**src/hw/sph_pkg.sv**
```systemverilog
// Package: register map, field positions and states of the serial peripheral host.
// Functional notes
// - Both ends move serial data through an eight-bit shift register.
// - Shift out MSb first, one bit per clock, shifting the received bit into LSb.
// - Change output on the configured edge, sample input on the opposite edge.
// - The master starts each exchange by making the clock; slaves never drive it.
// - Master and slave use the same clock idle polarity before any exchange.
// - After eight clock cycles both shift registers have swapped contents.
// - A select period may hold any number of clock cycles; the host sends whole bytes of eight cycles unless enable is cleared mid-byte.
// - With no more data, the master stops the clock, then deselects the slave.
// - Only one slave select is asserted at a time, one line per slave.
// - An unselected slave ignores clock and data and leaves its output undriven; the bench model toggles it every aclk cycle instead.
package sph_pkg;
  localparam logic [4:0] OFF_CTRL    = 5'h00;
  localparam logic [4:0] OFF_STATUS  = 5'h04;
  localparam logic [4:0] OFF_TXDATA  = 5'h08;
  localparam logic [4:0] OFF_RXDATA  = 5'h0c;
  localparam logic [4:0] OFF_DIV     = 5'h10;
  localparam int         CTRL_EN     = 0;
  localparam int         CTRL_CPOL   = 1;
  localparam int         CTRL_CPHA   = 2;
  localparam int         CTRL_HOLD   = 3;
  localparam int         CTRL_SEL_LO = 4;
  localparam int         ST_BUSY     = 0;
  localparam int         ST_FULL     = 1;
  localparam int         ST_WRITE_COLLISION_FLAG     = 2;
  localparam int         ST_SEL      = 3;
  localparam logic [7:0] DIV_RST     = 8'h03;
  localparam logic [3:0] LAST_EDGE   = 4'hf;
  localparam logic [4:0] BYTE_EDGES  = 5'h10;
  localparam logic [1:0] RESP_OKAY   = 2'h0;
  localparam logic [1:0] RESP_SLVERR = 2'h2;
  typedef enum logic [2:0] {
    SPH_IDLE  = 3'b000,
    SPH_SETUP = 3'b001,
    SPH_XFER  = 3'b010,
    SPH_END   = 3'b011
  } sph_state_e;
  typedef enum logic [2:0] {
    SPH_R_CTRL = 3'b000,
    SPH_R_STAT = 3'b001,
    SPH_R_TX   = 3'b010,
    SPH_R_RX   = 3'b011,
    SPH_R_DIV  = 3'b100,
    SPH_R_NONE = 3'b111
  } sph_reg_e;
endpackage : sph_pkg

```
**src/hw/sph_sync.sv**
```systemverilog
// Two-flip-flop synchroniser for an input from outside the clock domain.
`timescale 1ns/1ps
module sph_sync (
  input  wire logic aclk,    // System clock.
  input  wire logic aresetn, // Synchronous reset, active low.
  input  wire logic din,     // Asynchronous level.
  output logic      dout     // Level in the aclk domain.
);
  logic meta_r;
  logic meta_nxt;
  logic dout_nxt;

  always_comb begin
    meta_nxt = din;
    dout_nxt = meta_r;
  end

  always_ff @(posedge aclk) begin
    if (!aresetn) begin
      meta_r <= 1'b0;
      dout   <= 1'b0;
    end else begin
      meta_r <= meta_nxt;
      dout   <= dout_nxt;
    end
  end
endmodule : sph_sync

```
**src/hw/sph_master.sv**
```systemverilog
// Serial peripheral host: AXI4-Lite register slave and byte-wide link master.
//
// Decided for this implementation: the AXI4-Lite interface to the registers and the register addresses.
`timescale 1ns/1ps
module sph_master
  import sph_pkg::*;
#(
  parameter int NSEL = 4 // Number of slave select lines, a power of two.
) (
  input  wire logic              aclk,                 // System clock, 20 MHz.
  input  wire logic              aresetn,              // Synchronous reset, active low.
  input  wire logic [4:0]        awaddr,               // Write address.
  input  wire logic              awvalid,              // Write address valid.
  output logic                   awready,              // Write address ready.
  input  wire logic [31:0]       wdata,                // Write data.
  input  wire logic [3:0]        wstrb,                // Write byte strobes.
  input  wire logic              wvalid,               // Write data valid.
  output logic                   wready,               // Write data ready.
  output logic [1:0]             bresp,                // Write response.
  output logic                   bvalid,               // Write response valid.
  input  wire logic              bready,               // Write response ready.
  input  wire logic [4:0]        araddr,               // Read address.
  input  wire logic              arvalid,              // Read address valid.
  output logic                   arready,              // Read address ready.
  output logic [31:0]            rdata,                // Read data.
  output logic [1:0]             rresp,                // Read response.
  output logic                   rvalid,               // Read data valid.
  input  wire logic              rready,               // Read data ready.
  output logic                   dev_serial_clock_pin, // Serial clock to the device.
  output logic                   dev_serial_in_pin,    // Data to the device input.
  input  wire logic              dev_serial_out_pin,   // Data from the device output.
  output logic [NSEL-1:0]        dev_select_in_pin_n   // Slave selects, active low.
);
  localparam int SEL_W = (NSEL > 1) ? $clog2(NSEL) : 1;

  function automatic sph_reg_e sph_dec(input logic [4:0] a);
    unique case (a)
      OFF_CTRL:   sph_dec = SPH_R_CTRL;
      OFF_STATUS: sph_dec = SPH_R_STAT;
      OFF_TXDATA: sph_dec = SPH_R_TX;
      OFF_RXDATA: sph_dec = SPH_R_RX;
      OFF_DIV:    sph_dec = SPH_R_DIV;
      default:    sph_dec = SPH_R_NONE;
    endcase
  endfunction : sph_dec

  logic              miso_s;
  logic              aw_held_r, aw_held_nxt, w_held_r, w_held_nxt;
  logic [4:0]        awaddr_r, awaddr_nxt;
  logic [31:0]       wdata_r, wdata_nxt;
  logic [3:0]        wstrb_r, wstrb_nxt;
  logic              awready_nxt, wready_nxt, bvalid_nxt, arready_nxt, rvalid_nxt;
  logic [1:0]        bresp_nxt, rresp_nxt;
  logic [31:0]       rdata_nxt, rd_word;
  logic              wr_do, tx_wr, tx_go, tx_coll, rd_take, rx_rd;
  sph_reg_e          wr_sel, rd_sel;
  logic              en_r, en_nxt, cpol_r, cpol_nxt, cpha_r, cpha_nxt, hold_r, hold_nxt;
  logic [SEL_W-1:0]  sel_idx_r, sel_idx_nxt;
  logic [7:0]        div_r, div_nxt, rxbuf_r, rxbuf_nxt;
  logic              write_collision_flag_r, write_collision_flag_nxt, full_r, full_nxt;
  sph_state_e        state_r, state_nxt;
  logic [7:0]        cnt_r, cnt_nxt, sh_r, sh_nxt;
  logic [3:0]        edge_r, edge_nxt;
  logic              sclk_nxt, mosi_nxt, done_r, done_nxt, tick;
  logic [NSEL-1:0]   seln_nxt;

  // The device output changes on our change edge; two sync stages cost two
  // cycles, so the half period must be at least three cycles.
  sph_sync u_miso_sync (
    .aclk    (aclk),
    .aresetn (aresetn),
    .din     (dev_serial_out_pin),
    .dout    (miso_s)
  );

  // Bus slave: address and data are taken in either order, answered together.
  assign wr_do   = aw_held_r && w_held_r && !bvalid;
  assign wr_sel  = sph_dec(awaddr_r);
  assign rd_take = arvalid && arready;
  assign rd_sel  = sph_dec(araddr);
  assign tx_wr   = wr_do && (wr_sel == SPH_R_TX) && wstrb_r[0];
  assign tx_go   = tx_wr && en_r && !write_collision_flag_r && (state_r == SPH_IDLE);
  assign tx_coll = tx_wr && en_r && (state_r != SPH_IDLE);
  assign rx_rd   = rd_take && (rd_sel == SPH_R_RX);

  always_comb begin
    rd_word = 32'h0;
    unique case (rd_sel)
      SPH_R_CTRL: begin
        rd_word[CTRL_EN]                  = en_r;
        rd_word[CTRL_CPOL]                = cpol_r;
        rd_word[CTRL_CPHA]                = cpha_r;
        rd_word[CTRL_HOLD]                = hold_r;
        rd_word[CTRL_SEL_LO +: SEL_W]     = sel_idx_r;
      end
      SPH_R_STAT: begin
        rd_word[ST_BUSY] = (state_r != SPH_IDLE);
        rd_word[ST_FULL] = full_r;
        rd_word[ST_WRITE_COLLISION_FLAG] = write_collision_flag_r;
        rd_word[ST_SEL]  = !(&dev_select_in_pin_n);
      end
      SPH_R_RX:  rd_word[7:0] = rxbuf_r;
      SPH_R_DIV: rd_word[7:0] = div_r;
      default:   rd_word = 32'h0;
    endcase
  end

  always_comb begin
    aw_held_nxt = aw_held_r;
    awaddr_nxt  = awaddr_r;
    w_held_nxt  = w_held_r;
    wdata_nxt   = wdata_r;
    wstrb_nxt   = wstrb_r;
    bvalid_nxt  = bvalid && !bready;
    bresp_nxt   = bresp;
    rvalid_nxt  = rvalid && !rready;
    rdata_nxt   = rdata;
    rresp_nxt   = rresp;
    if (awvalid && awready) begin
      aw_held_nxt = 1'b1;
      awaddr_nxt  = awaddr;
    end
    if (wvalid && wready) begin
      w_held_nxt = 1'b1;
      wdata_nxt  = wdata;
      wstrb_nxt  = wstrb;
    end
    if (wr_do) begin
      aw_held_nxt = 1'b0;
      w_held_nxt  = 1'b0;
      bvalid_nxt  = 1'b1;
      bresp_nxt   = (wr_sel == SPH_R_NONE) ? RESP_SLVERR : RESP_OKAY;
    end
    if (rd_take) begin
      rvalid_nxt = 1'b1;
      rdata_nxt  = rd_word;
      rresp_nxt  = (rd_sel == SPH_R_NONE) ? RESP_SLVERR : RESP_OKAY;
    end
    awready_nxt = !aw_held_nxt;
    wready_nxt  = !w_held_nxt;
    arready_nxt = !rvalid_nxt;
  end

  always_ff @(posedge aclk) begin
    if (!aresetn) begin
      aw_held_r <= 1'b0;
      awaddr_r  <= 5'h00;
      w_held_r  <= 1'b0;
      wdata_r   <= 32'h0;
      wstrb_r   <= 4'h0;
      awready   <= 1'b0;
      wready    <= 1'b0;
      bvalid    <= 1'b0;
      bresp     <= RESP_OKAY;
      arready   <= 1'b0;
      rvalid    <= 1'b0;
      rdata     <= 32'h0;
      rresp     <= RESP_OKAY;
    end else begin
      aw_held_r <= aw_held_nxt;
      awaddr_r  <= awaddr_nxt;
      w_held_r  <= w_held_nxt;
      wdata_r   <= wdata_nxt;
      wstrb_r   <= wstrb_nxt;
      awready   <= awready_nxt;
      wready    <= wready_nxt;
      bvalid    <= bvalid_nxt;
      bresp     <= bresp_nxt;
      arready   <= arready_nxt;
      rvalid    <= rvalid_nxt;
      rdata     <= rdata_nxt;
      rresp     <= rresp_nxt;
    end
  end

  // Control registers. Polarity, phase and select index only change while idle,
  // so the slave never sees the clock convention move under a byte.
  always_comb begin
    en_nxt      = en_r;
    cpol_nxt    = cpol_r;
    cpha_nxt    = cpha_r;
    hold_nxt    = hold_r;
    sel_idx_nxt = sel_idx_r;
    div_nxt     = div_r;
    write_collision_flag_nxt    = write_collision_flag_r;
    full_nxt    = full_r;
    rxbuf_nxt   = rxbuf_r;
    if (wr_do && wstrb_r[0]) begin
      if (wr_sel == SPH_R_CTRL) begin
        en_nxt   = wdata_r[CTRL_EN];
        hold_nxt = wdata_r[CTRL_HOLD];
        if (state_r == SPH_IDLE) begin
          cpol_nxt    = wdata_r[CTRL_CPOL];
          cpha_nxt    = wdata_r[CTRL_CPHA];
          sel_idx_nxt = wdata_r[CTRL_SEL_LO +: SEL_W];
        end
      end
      if (wr_sel == SPH_R_DIV) begin
        div_nxt = wdata_r[7:0];
      end
      if (wr_sel == SPH_R_STAT && wdata_r[ST_WRITE_COLLISION_FLAG]) begin
        write_collision_flag_nxt = 1'b0;
      end
    end
    if (rx_rd) begin
      full_nxt = 1'b0;
    end
    // Hardware sets win over software clears in the same cycle.
    if (tx_coll) begin
      write_collision_flag_nxt = 1'b1;
    end
    if (done_nxt) begin
      full_nxt  = 1'b1;
      rxbuf_nxt = sh_nxt;
    end
  end

  always_ff @(posedge aclk) begin
    if (!aresetn) begin
      en_r      <= 1'b0;
      cpol_r    <= 1'b0;
      cpha_r    <= 1'b0;
      hold_r    <= 1'b0;
      sel_idx_r <= '0;
      div_r     <= DIV_RST;
      write_collision_flag_r    <= 1'b0;
      full_r    <= 1'b0;
      rxbuf_r   <= 8'h00;
    end else begin
      en_r      <= en_nxt;
      cpol_r    <= cpol_nxt;
      cpha_r    <= cpha_nxt;
      hold_r    <= hold_nxt;
      sel_idx_r <= sel_idx_nxt;
      div_r     <= div_nxt;
      write_collision_flag_r    <= write_collision_flag_nxt;
      full_r    <= full_nxt;
      rxbuf_r   <= rxbuf_nxt;
    end
  end

  // Link engine. One half period of the serial clock is div_r + 1 cycles.
  always_comb begin
    state_nxt = state_r;
    edge_nxt  = edge_r;
    sh_nxt    = sh_r;
    sclk_nxt  = dev_serial_clock_pin;
    mosi_nxt  = dev_serial_in_pin;
    done_nxt  = 1'b0;
    tick      = (cnt_r == 8'h00);
    cnt_nxt   = tick ? div_r : cnt_r - 8'h01;
    unique case (state_r)
      SPH_IDLE: begin
        sclk_nxt = cpol_r;
        cnt_nxt  = div_r;
        if (tx_go) begin
          state_nxt = SPH_SETUP;
          sh_nxt    = wdata_r[7:0];
          mosi_nxt  = wdata_r[7];
          edge_nxt  = 4'h0;
        end
      end
      SPH_SETUP: begin
        if (tick) begin
          state_nxt = SPH_XFER;
        end
      end
      SPH_XFER: begin
        if (tick) begin
          sclk_nxt = !dev_serial_clock_pin;
          edge_nxt = edge_r + 4'h1;
          if (edge_r[0] == cpha_r) begin
            sh_nxt = {sh_r[6:0], miso_s};
          end else begin
            mosi_nxt = sh_r[7];
          end
          if (edge_r == LAST_EDGE) begin
            state_nxt = SPH_END;
            done_nxt  = 1'b1;
          end
        end
      end
      SPH_END: begin
        if (tick) begin
          state_nxt = SPH_IDLE;
        end
      end
      default: state_nxt = SPH_IDLE;
    endcase
    if (!en_nxt) begin
      state_nxt = SPH_IDLE;
      sclk_nxt  = cpol_r;
      mosi_nxt  = dev_serial_in_pin;
      done_nxt  = 1'b0;
    end
    // Hold keeps the slave selected across bytes so a frame can be any length.
    seln_nxt = '1;
    if (en_nxt && (state_nxt != SPH_IDLE || hold_nxt)) begin
      seln_nxt[sel_idx_r] = 1'b0;
    end
  end

  always_ff @(posedge aclk) begin
    if (!aresetn) begin
      state_r              <= SPH_IDLE;
      cnt_r                <= DIV_RST;
      edge_r               <= 4'h0;
      sh_r                 <= 8'h00;
      done_r               <= 1'b0;
      dev_serial_clock_pin <= 1'b0;
      dev_serial_in_pin    <= 1'b0;
      dev_select_in_pin_n  <= '1;
    end else begin
      state_r              <= state_nxt;
      cnt_r                <= cnt_nxt;
      edge_r               <= edge_nxt;
      sh_r                 <= sh_nxt;
      done_r               <= done_nxt;
      dev_serial_clock_pin <= sclk_nxt;
      dev_serial_in_pin    <= mosi_nxt;
      dev_select_in_pin_n  <= seln_nxt;
    end
  end

  // Helper for the checks: serial clock toggles since the byte started.
  logic [4:0] tog_r;
  always_ff @(posedge aclk) begin
    if (!aresetn || state_r == SPH_SETUP) begin
      tog_r <= 5'h00;
    end else if (state_r == SPH_XFER && tick && en_nxt) begin
      tog_r <= tog_r + 5'h01;
    end
  end
endmodule : sph_master

```
**config.mk**
```make
export PLATFORM = sky130hd
export DESIGN_NAME = sph_master
export DESIGN_NICKNAME = d
export VERILOG_FILES = /design/src/hw/sph_pkg.sv /design/src/hw/sph_sync.sv /design/src/hw/sph_master.sv
export SDC_FILE = /design/constraint.sdc
export NUM_CORES = 1
export LEC_CHECK = 0
export ABC_AREA = 0
export BUFFER_PORTS_ARGS = -buffer_cell sky130_fd_sc_hd__buf_2
export CORE_MARGIN = 5
export CORE_UTILIZATION = 50
export DETAILED_ROUTE_END_ITERATION = 16
export HOLD_SLACK_MARGIN = 0.06
export PLACE_DENSITY = 0.77
export SYNTH_ARGS = -nofsm -noshare
export SYNTH_HDL_FRONTEND = slang
export SYNTH_SLANG_ARGS = --single-unit
```
**constraint.sdc**
```tcl
create_clock -name aclk -period 4.05 [get_ports aclk]
set_clock_uncertainty 0.15 [all_clocks]
set_input_delay 0.2025 -clock aclk [delete_from_list [all_inputs] [get_ports aclk]]
set_output_delay 0.2025 -clock aclk [all_outputs]
set_load 0.02 [all_outputs]
```
# Yosys cells after proc, flatten, opt, wreduce, memory -nomap -nowiden
# Cells that the tools add are included.
# W data, S select, Z words.
[totals] ff_bits=88 elab_cells=161
[op_classes] addsub=2 n_lt_le_gt_ge=2 eq_ne=26 mux=51 bitwise=1 n_reduce_logical=48
[ops] cell="$mux W8" count=5
[ops] cell="$pmux W3 S5" count=2
[ops] cell="$mux W1" count=25
[ops] cell="$eq A5 B4 Y1 const B" count=4
[ops] cell="$logic_and A1 B1 Y1" count=18
[ops] cell="$mux W3" count=6
[ops] cell="$pmux W4 S4" count=1
[ops] cell="$pmux W8 S2" count=1
[ops] cell="$eq A3 B2 Y1 const B" count=4
[ops] cell="$eq A3 B3 Y1 const B" count=4
[ops] cell="$pmux W3 S4" count=1
[ops] cell="$eq A5 B3 Y1 const B" count=2
[ops] cell="$eq A5 B5 Y1 const B" count=2
[ops] cell="$logic_not A5 Y1" count=2
[ops] cell="$eq A3 B1 Y1 const B" count=3
[ops] cell="$logic_not A1 Y1" count=9
[ops] cell="$logic_not A3 Y1" count=3
[ops] cell="$logic_not A8 Y1" count=1
[ops] cell="$mux W4" count=2
[ops] cell="$pmux W4 S2" count=1
[ops] cell="$reduce_and A2 Y1" count=4
[ops] cell="$reduce_bool A2 Y1" count=4
[ops] cell="$sub A8 B1 Y8 const B" count=1
[ops] cell="$ne A2 B2 Y1 const B" count=3
[ops] cell="other kinds (18)" count=22

# Logic depth before layout (Yosys ltp)
[depth] word_depth=15 mapped_depth=7

# Hierarchy
# Synthesis repeated with hierarchy kept, for this count alone.
[hier_totals] cells_unflattened=447 area_unflattened_um2=3860.0
[by_module_without_submodules] module="sph_master" instances=1 cells_per_inst=443 area_per_inst_um2=3807.4 seq_area_each_um2=1681.6
[by_module_without_submodules] module="sph_sync" instances=1 cells_per_inst=4 area_per_inst_um2=52.6 seq_area_each_um2=40.0

# Worst setup path before layout
# OpenSTA, ideal clock, no wires.
[synth_timing] path_kind="flip-flop to flip-flop" startpoint="register cnt_r[0]" endpoint="register sh_r[0]" setup_ns=0.132 arrival_time_ns=1.814 t_required_ns=3.768 slack_ns=1.954 stages_incl_launch_ff=8 path_buffers=1 synth_period_minus_slack_ns=2.096 path_cell_list="dfxtp_1 inv_1 ha_1 or3b_2 or3_1 clkbuf_1 a31oi_1 a21oi_1"
[synth_between] elab_chain_cells=3
[synth_lines] element="start, declared" line="sph_master.sv:62" source="logic [7:0] cnt_r, cnt_nxt, sh_r, sh_nxt;"
[synth_lines] element="start signal, assigned" line="sph_master.sv:315" source="cnt_r <= cnt_nxt;"
[synth_lines] element="$logic_not A8 Y1" line="sph_master.sv:250" source="tick = (cnt_r == 8'h00);"
[synth_lines] element="$mux W8" line="sph_master.sv:269" source="if (tick) begin"
[synth_lines] element="$pmux W8 S2" line="sph_master.sv:252" source="unique case (state_r)"
[synth_lines] element="end signal, assigned" line="sph_master.sv:317" source="sh_r <= sh_nxt;"
[synth_lines] element="end, declared" line="sph_master.sv:62"
# Every way passes these cells.
# A chain may end at the register's enable or synchronous reset.

# Worst setup path after layout
[layout_timing] startpoint="register wstrb_r[0]" endpoint="register dev_select_in_pin_n[1]"
[layout_between] elab_chain_cells=11 elab_cells_between_ends=14 cone_classes="mux (5); reduce/logical (9)"
[layout_lines] element="start, declared" line="sph_master.sv:51" source="logic [3:0] wstrb_r, wstrb_nxt;"
[layout_lines] element="start signal, assigned" line="sph_master.sv:164" source="wstrb_r <= wstrb_nxt;"
[layout_lines] element="$logic_and A1 B1 Y1" line="sph_master.sv:81" source="assign tx_wr = wr_do && (wr_sel == SPH_R_TX) && wstrb_r[0];"
[layout_lines] element="$logic_and A1 B1 Y1 (3 in series)" line="sph_master.sv:82" source="assign tx_go = tx_wr && en_r && !write_collision_flag_r && (state_r == SPH_IDLE);"
[layout_lines] element="$mux W3" line="sph_master.sv:256" source="if (tx_go) begin"
[layout_lines] element="$pmux W3 S4" line="sph_master.sv:252"
[layout_lines] element="$mux W3" line="sph_master.sv:290" source="if (!en_nxt) begin"
[layout_lines] element="$reduce_bool A3 Y1" line="sph_master.sv:298" source="if (en_nxt && (state_nxt != SPH_IDLE || hold_nxt)) begin"
[layout_lines] element="$logic_or A1 B1 Y1" line="sph_master.sv:298"
[layout_lines] element="$logic_and A1 B1 Y1 (*)" line="sph_master.sv:298"
[layout_lines] element="$reduce_and A2 Y1 (no source line) (*)"
[layout_lines] element="end signal, assigned" line="sph_master.sv:321" source="dev_select_in_pin_n <= seln_nxt;"
[layout_lines] element="end, declared" line="sph_master.sv:32" source="output logic [NSEL-1:0] dev_select_in_pin_n"
# Mark *: on every way between the ends. The rest lies on a longest branch, timed or not.

==> metrics.md <==
| Metric | Value |
|---|---|
| Overall routed net length | 9680 um |
| DRC errors left | 0 |
| Post-synthesis mux area share | 0.0586 |
| TNS Setup | 0 ns |
| Worst Path Max Fanout | 7 |
| Area fraction in compound gates after synthesis | 0.186 |
| Slew headroom | 0.309 |
| Worst path slowest cell | nor4b_4 |
| First-pass GRT wire length | about 16000 um |
| P&R area growth vs syn | 15.6% |
| Largest family of logic cells by synthesized area | simple AND/OR/NAND/NOR gates |
| Die height | around 100 um |
| Fmax | approximately 390 MHz |
| Crit path cell chain | or3b_4 > nor4b_4 > o31ai_1 > a211oi_1 > nand3b_1 |
| Startpoint Class | register |
| Synth area leaders | dfxtp_1 (43%), mux2i_1 (5.3%), buf_4 (4.9%), nor2_1 (4.4%), nand2_1 (4.3%) |
| Finish-stage setup viols | 0 |
| Clock sinks | between 80 and 90 |
| Fin util | 0.595 |
| Critical path type | register to register |
| Worst EP required | between 4 and 5 ns |
| Adder-cell share of the synthesized area | 0.00630 |
| Worst EP arrival | around 2.6 ns |
| Net count, final | roughly 570 |
| Post-layout min period | approximately 2.5 ns |
| Via Count | between 3000 and 4000 |
| Top cell type's share of synthesized area | 0.433 |
| Syn_area_per_cell | 8.85 sq um |
| Layout Cells excl Fill | about 620 |
| Transition time of the tightest slew-check pin | ~1.0 ns |
| Yosys warns | 0 |
| Simple-gate share of the synthesized area | 0.218 |
| Placed Instances | between 500 and 600 |
| R2R Path Start | wstrb_r[0] |
| Avg Vias per Cell | roughly 5.6 |
| Hold_buf cts | 24 |
| Largest net degree at the start of global routing | 62 |
| CTS resizes | 0 |
| Top FF cell, synth | dfxtp_1 |
| GPL Wtd Cong | just under 0.9 |
| Final Hold Violating Endpoints | 0 |
| Site Rows | 32 |
| CP Buf/Inv Count | 0 |
| Slew Viols, Final | 0 |
| TritonRoute pass-1 iters | 4 |
| Most instantiated cells after synthesis | dfxtp_1 (86), nor2_1 (47), nand2_1 (45), a21oi_1 (32), buf_4 (26) |
| Grt ovf | 0 |
| Hpwl dp | 6670 um |
| # diodes | 0 |
| Syn Std Cell Area | just under 4000 sq um |
| Most frequent cell after synthesis | dfxtp_1 |
| H-Tree Depth | 3 |
| Async S/R FF share, synth | 0 |
| XOR/XNOR Fraction of Synth Area | 0.0176 |
| Pwr/cell area | ~360 nW/um^2 |
| Leading area contributor after synthesis | dfxtp_1 |
| Post-route ant nets | 0 |
| Setup crit end kind | register |
| Post-synth EDFFs | 0 |
| Post-route cell area | around 4600 sq um |
| Fraction of layout cells with a size suffix above 1 | 0.152 |
| Ports | 101 |
| Clock-pin slew on the worst setup and hold paths | around 0.080 ns |
| Clock Latency Late Sink | 0.35 ns |
| Maximum vdd drop | between 200 and 250 uV |
| Worst Hold Launch | arvalid |
| All-Layer GR Usage | 0.197 |
| Initial core utilization | 0.514 |
| Core Area | approximately 7700 sq um |
| CTS tree | yes |
| CTS max path bufs | 2 |
| Number of synthesized register bits | 86 |
| Initial antenna violation count | 0 |
| Iter 0 DRT Violations | 250 |
| Leak pwr | between 1.5 and 2 nW |
| Worst stage delay on the critical path | roughly 0.57 ns |
| RSZ-0062 raised after global routing | no |
| Setup ws final | ~1.5 ns |
| Status | complete, no violations |
| Critical path launch point | wstrb_r[0] |
| Synthesized instance count | about 450 |
| Port-buffer cells | 47 |
| Root buf cell | clkbuf_8 |
| Distinct cell type count after synthesis | 66 |
| Register area share after synthesis | 0.433 |
| Period utilization | 0.629 |
| Die area | roughly 9800 sq um |
| Worst slack, placed | 1.55 ns |
| Num CTS Buffers | 9 |
| DR WL/cell | 15.7 um |
| Largest delay share family, worst path | simple AND/OR/NAND/NOR gates |
| Horiz. Die Dim | ~100 um |
| Vias in the first global route | between 3000 and 4000 |
| Hold Path Class | input port to register |
| Maxcap violations | 0 |
| Placed cell areas | ~4200 sq um |
| Setup Fix Bufs, Post-CTS | 0 |
## worst paths after layout
check                           depth (start not counted)  slack, ns                     end
worst max-delay path                                    5       1.50  dev_select_in_pin_n[1]
worst min-delay path                                    3       0.06                  rvalid
worst max register to register                          5       1.50  dev_select_in_pin_n[1]
worst min register to register                          1       0.29        u_miso_sync.dout
## report_power, final
part | internal [mW] | total (mW) | switching [mW]
logic | 0.0621 | 0.168 | 0.106
registers | 0.869 | 0.892 | 0.0236
clock network | 0.313 | 0.593 | 0.280
## tightest hold or removal path: stages
cell and delay [ns]:
buf_2 0.10, nand2_1 0.13, a21oi_1 0.08
## registers in the layout (all words and copies together), names as in the netlist, 2 cells and up
register             count
awaddr_r                 5
cnt_r                    8
dev_select_in_pin_n      4
div_r                    8
edge_r                   4
rdata                    8
rxbuf_r                  8
sel_idx_r                2
sh_r                     8
state_r                  3
wdata_r                  8
## through the flow
stage	power [mW]	hold slack, ns
final	1.65	0.0612
after CTS	1.65	0.0613
after floorplan	1.03	0.180
after global routing	1.71	0.115
after global placement	1.05	0.264
after detailed placement	1.06	0.270
## metal layers
layer,global-route usage,vias to the layer above,part of all wire
met5,0,-,0
met2,0.313,112,0.47
li1,-,1697,-
met3,0.0358,12,0.075
met1,0.267,1639,0.44
met4,0.0767,0,0.016
## cell usage in the layout (no fill, tap or decap), types with 5 or more instances in the layout
cell type,n
a211oi_1,8
a21oi_1,32
a22oi_1,7
a31oi_1,8
and2_1,5
and3_1,9
buf_2,47
clkbuf_8,11
conb_1,27
dfxtp_1,86
dlygate4sd3_1,24
inv_1,7
mux2i_1,21
nand2_1,45
nand2b_1,6
nand3_1,11
nand3b_1,13
nor2_1,47
nor3_1,6
o21ai_0,10
o41ai_1,7
xor2_1,5
## cell type report
type | instances | area, sq um
Fill cell | 709 | 3130
Multi-Input combinational cell | 333 | 2040
Sequential cell | 86 | 1720
Timing Repair Buffer | 73 | 490
Clock buffer | 13 | 159
Tap cell | 102 | 128
Clock inverter | 1 | 30.0
Inverter | 8 | 30.0
## logic make-up (layout without fill, tap and decap cells)
logic type	count (synthesis)	count (layout)
buffers and inverters	56	95
xor gates and xnor gates	8	8
other	1	27
adders and majority gates	2	2
AOI/OAI and AO/OA	107	107
and+or+nand+nor	166	166
muxes	23	23
DFF	86	86
Note: power is estimated with default switching activity, not from simulation.
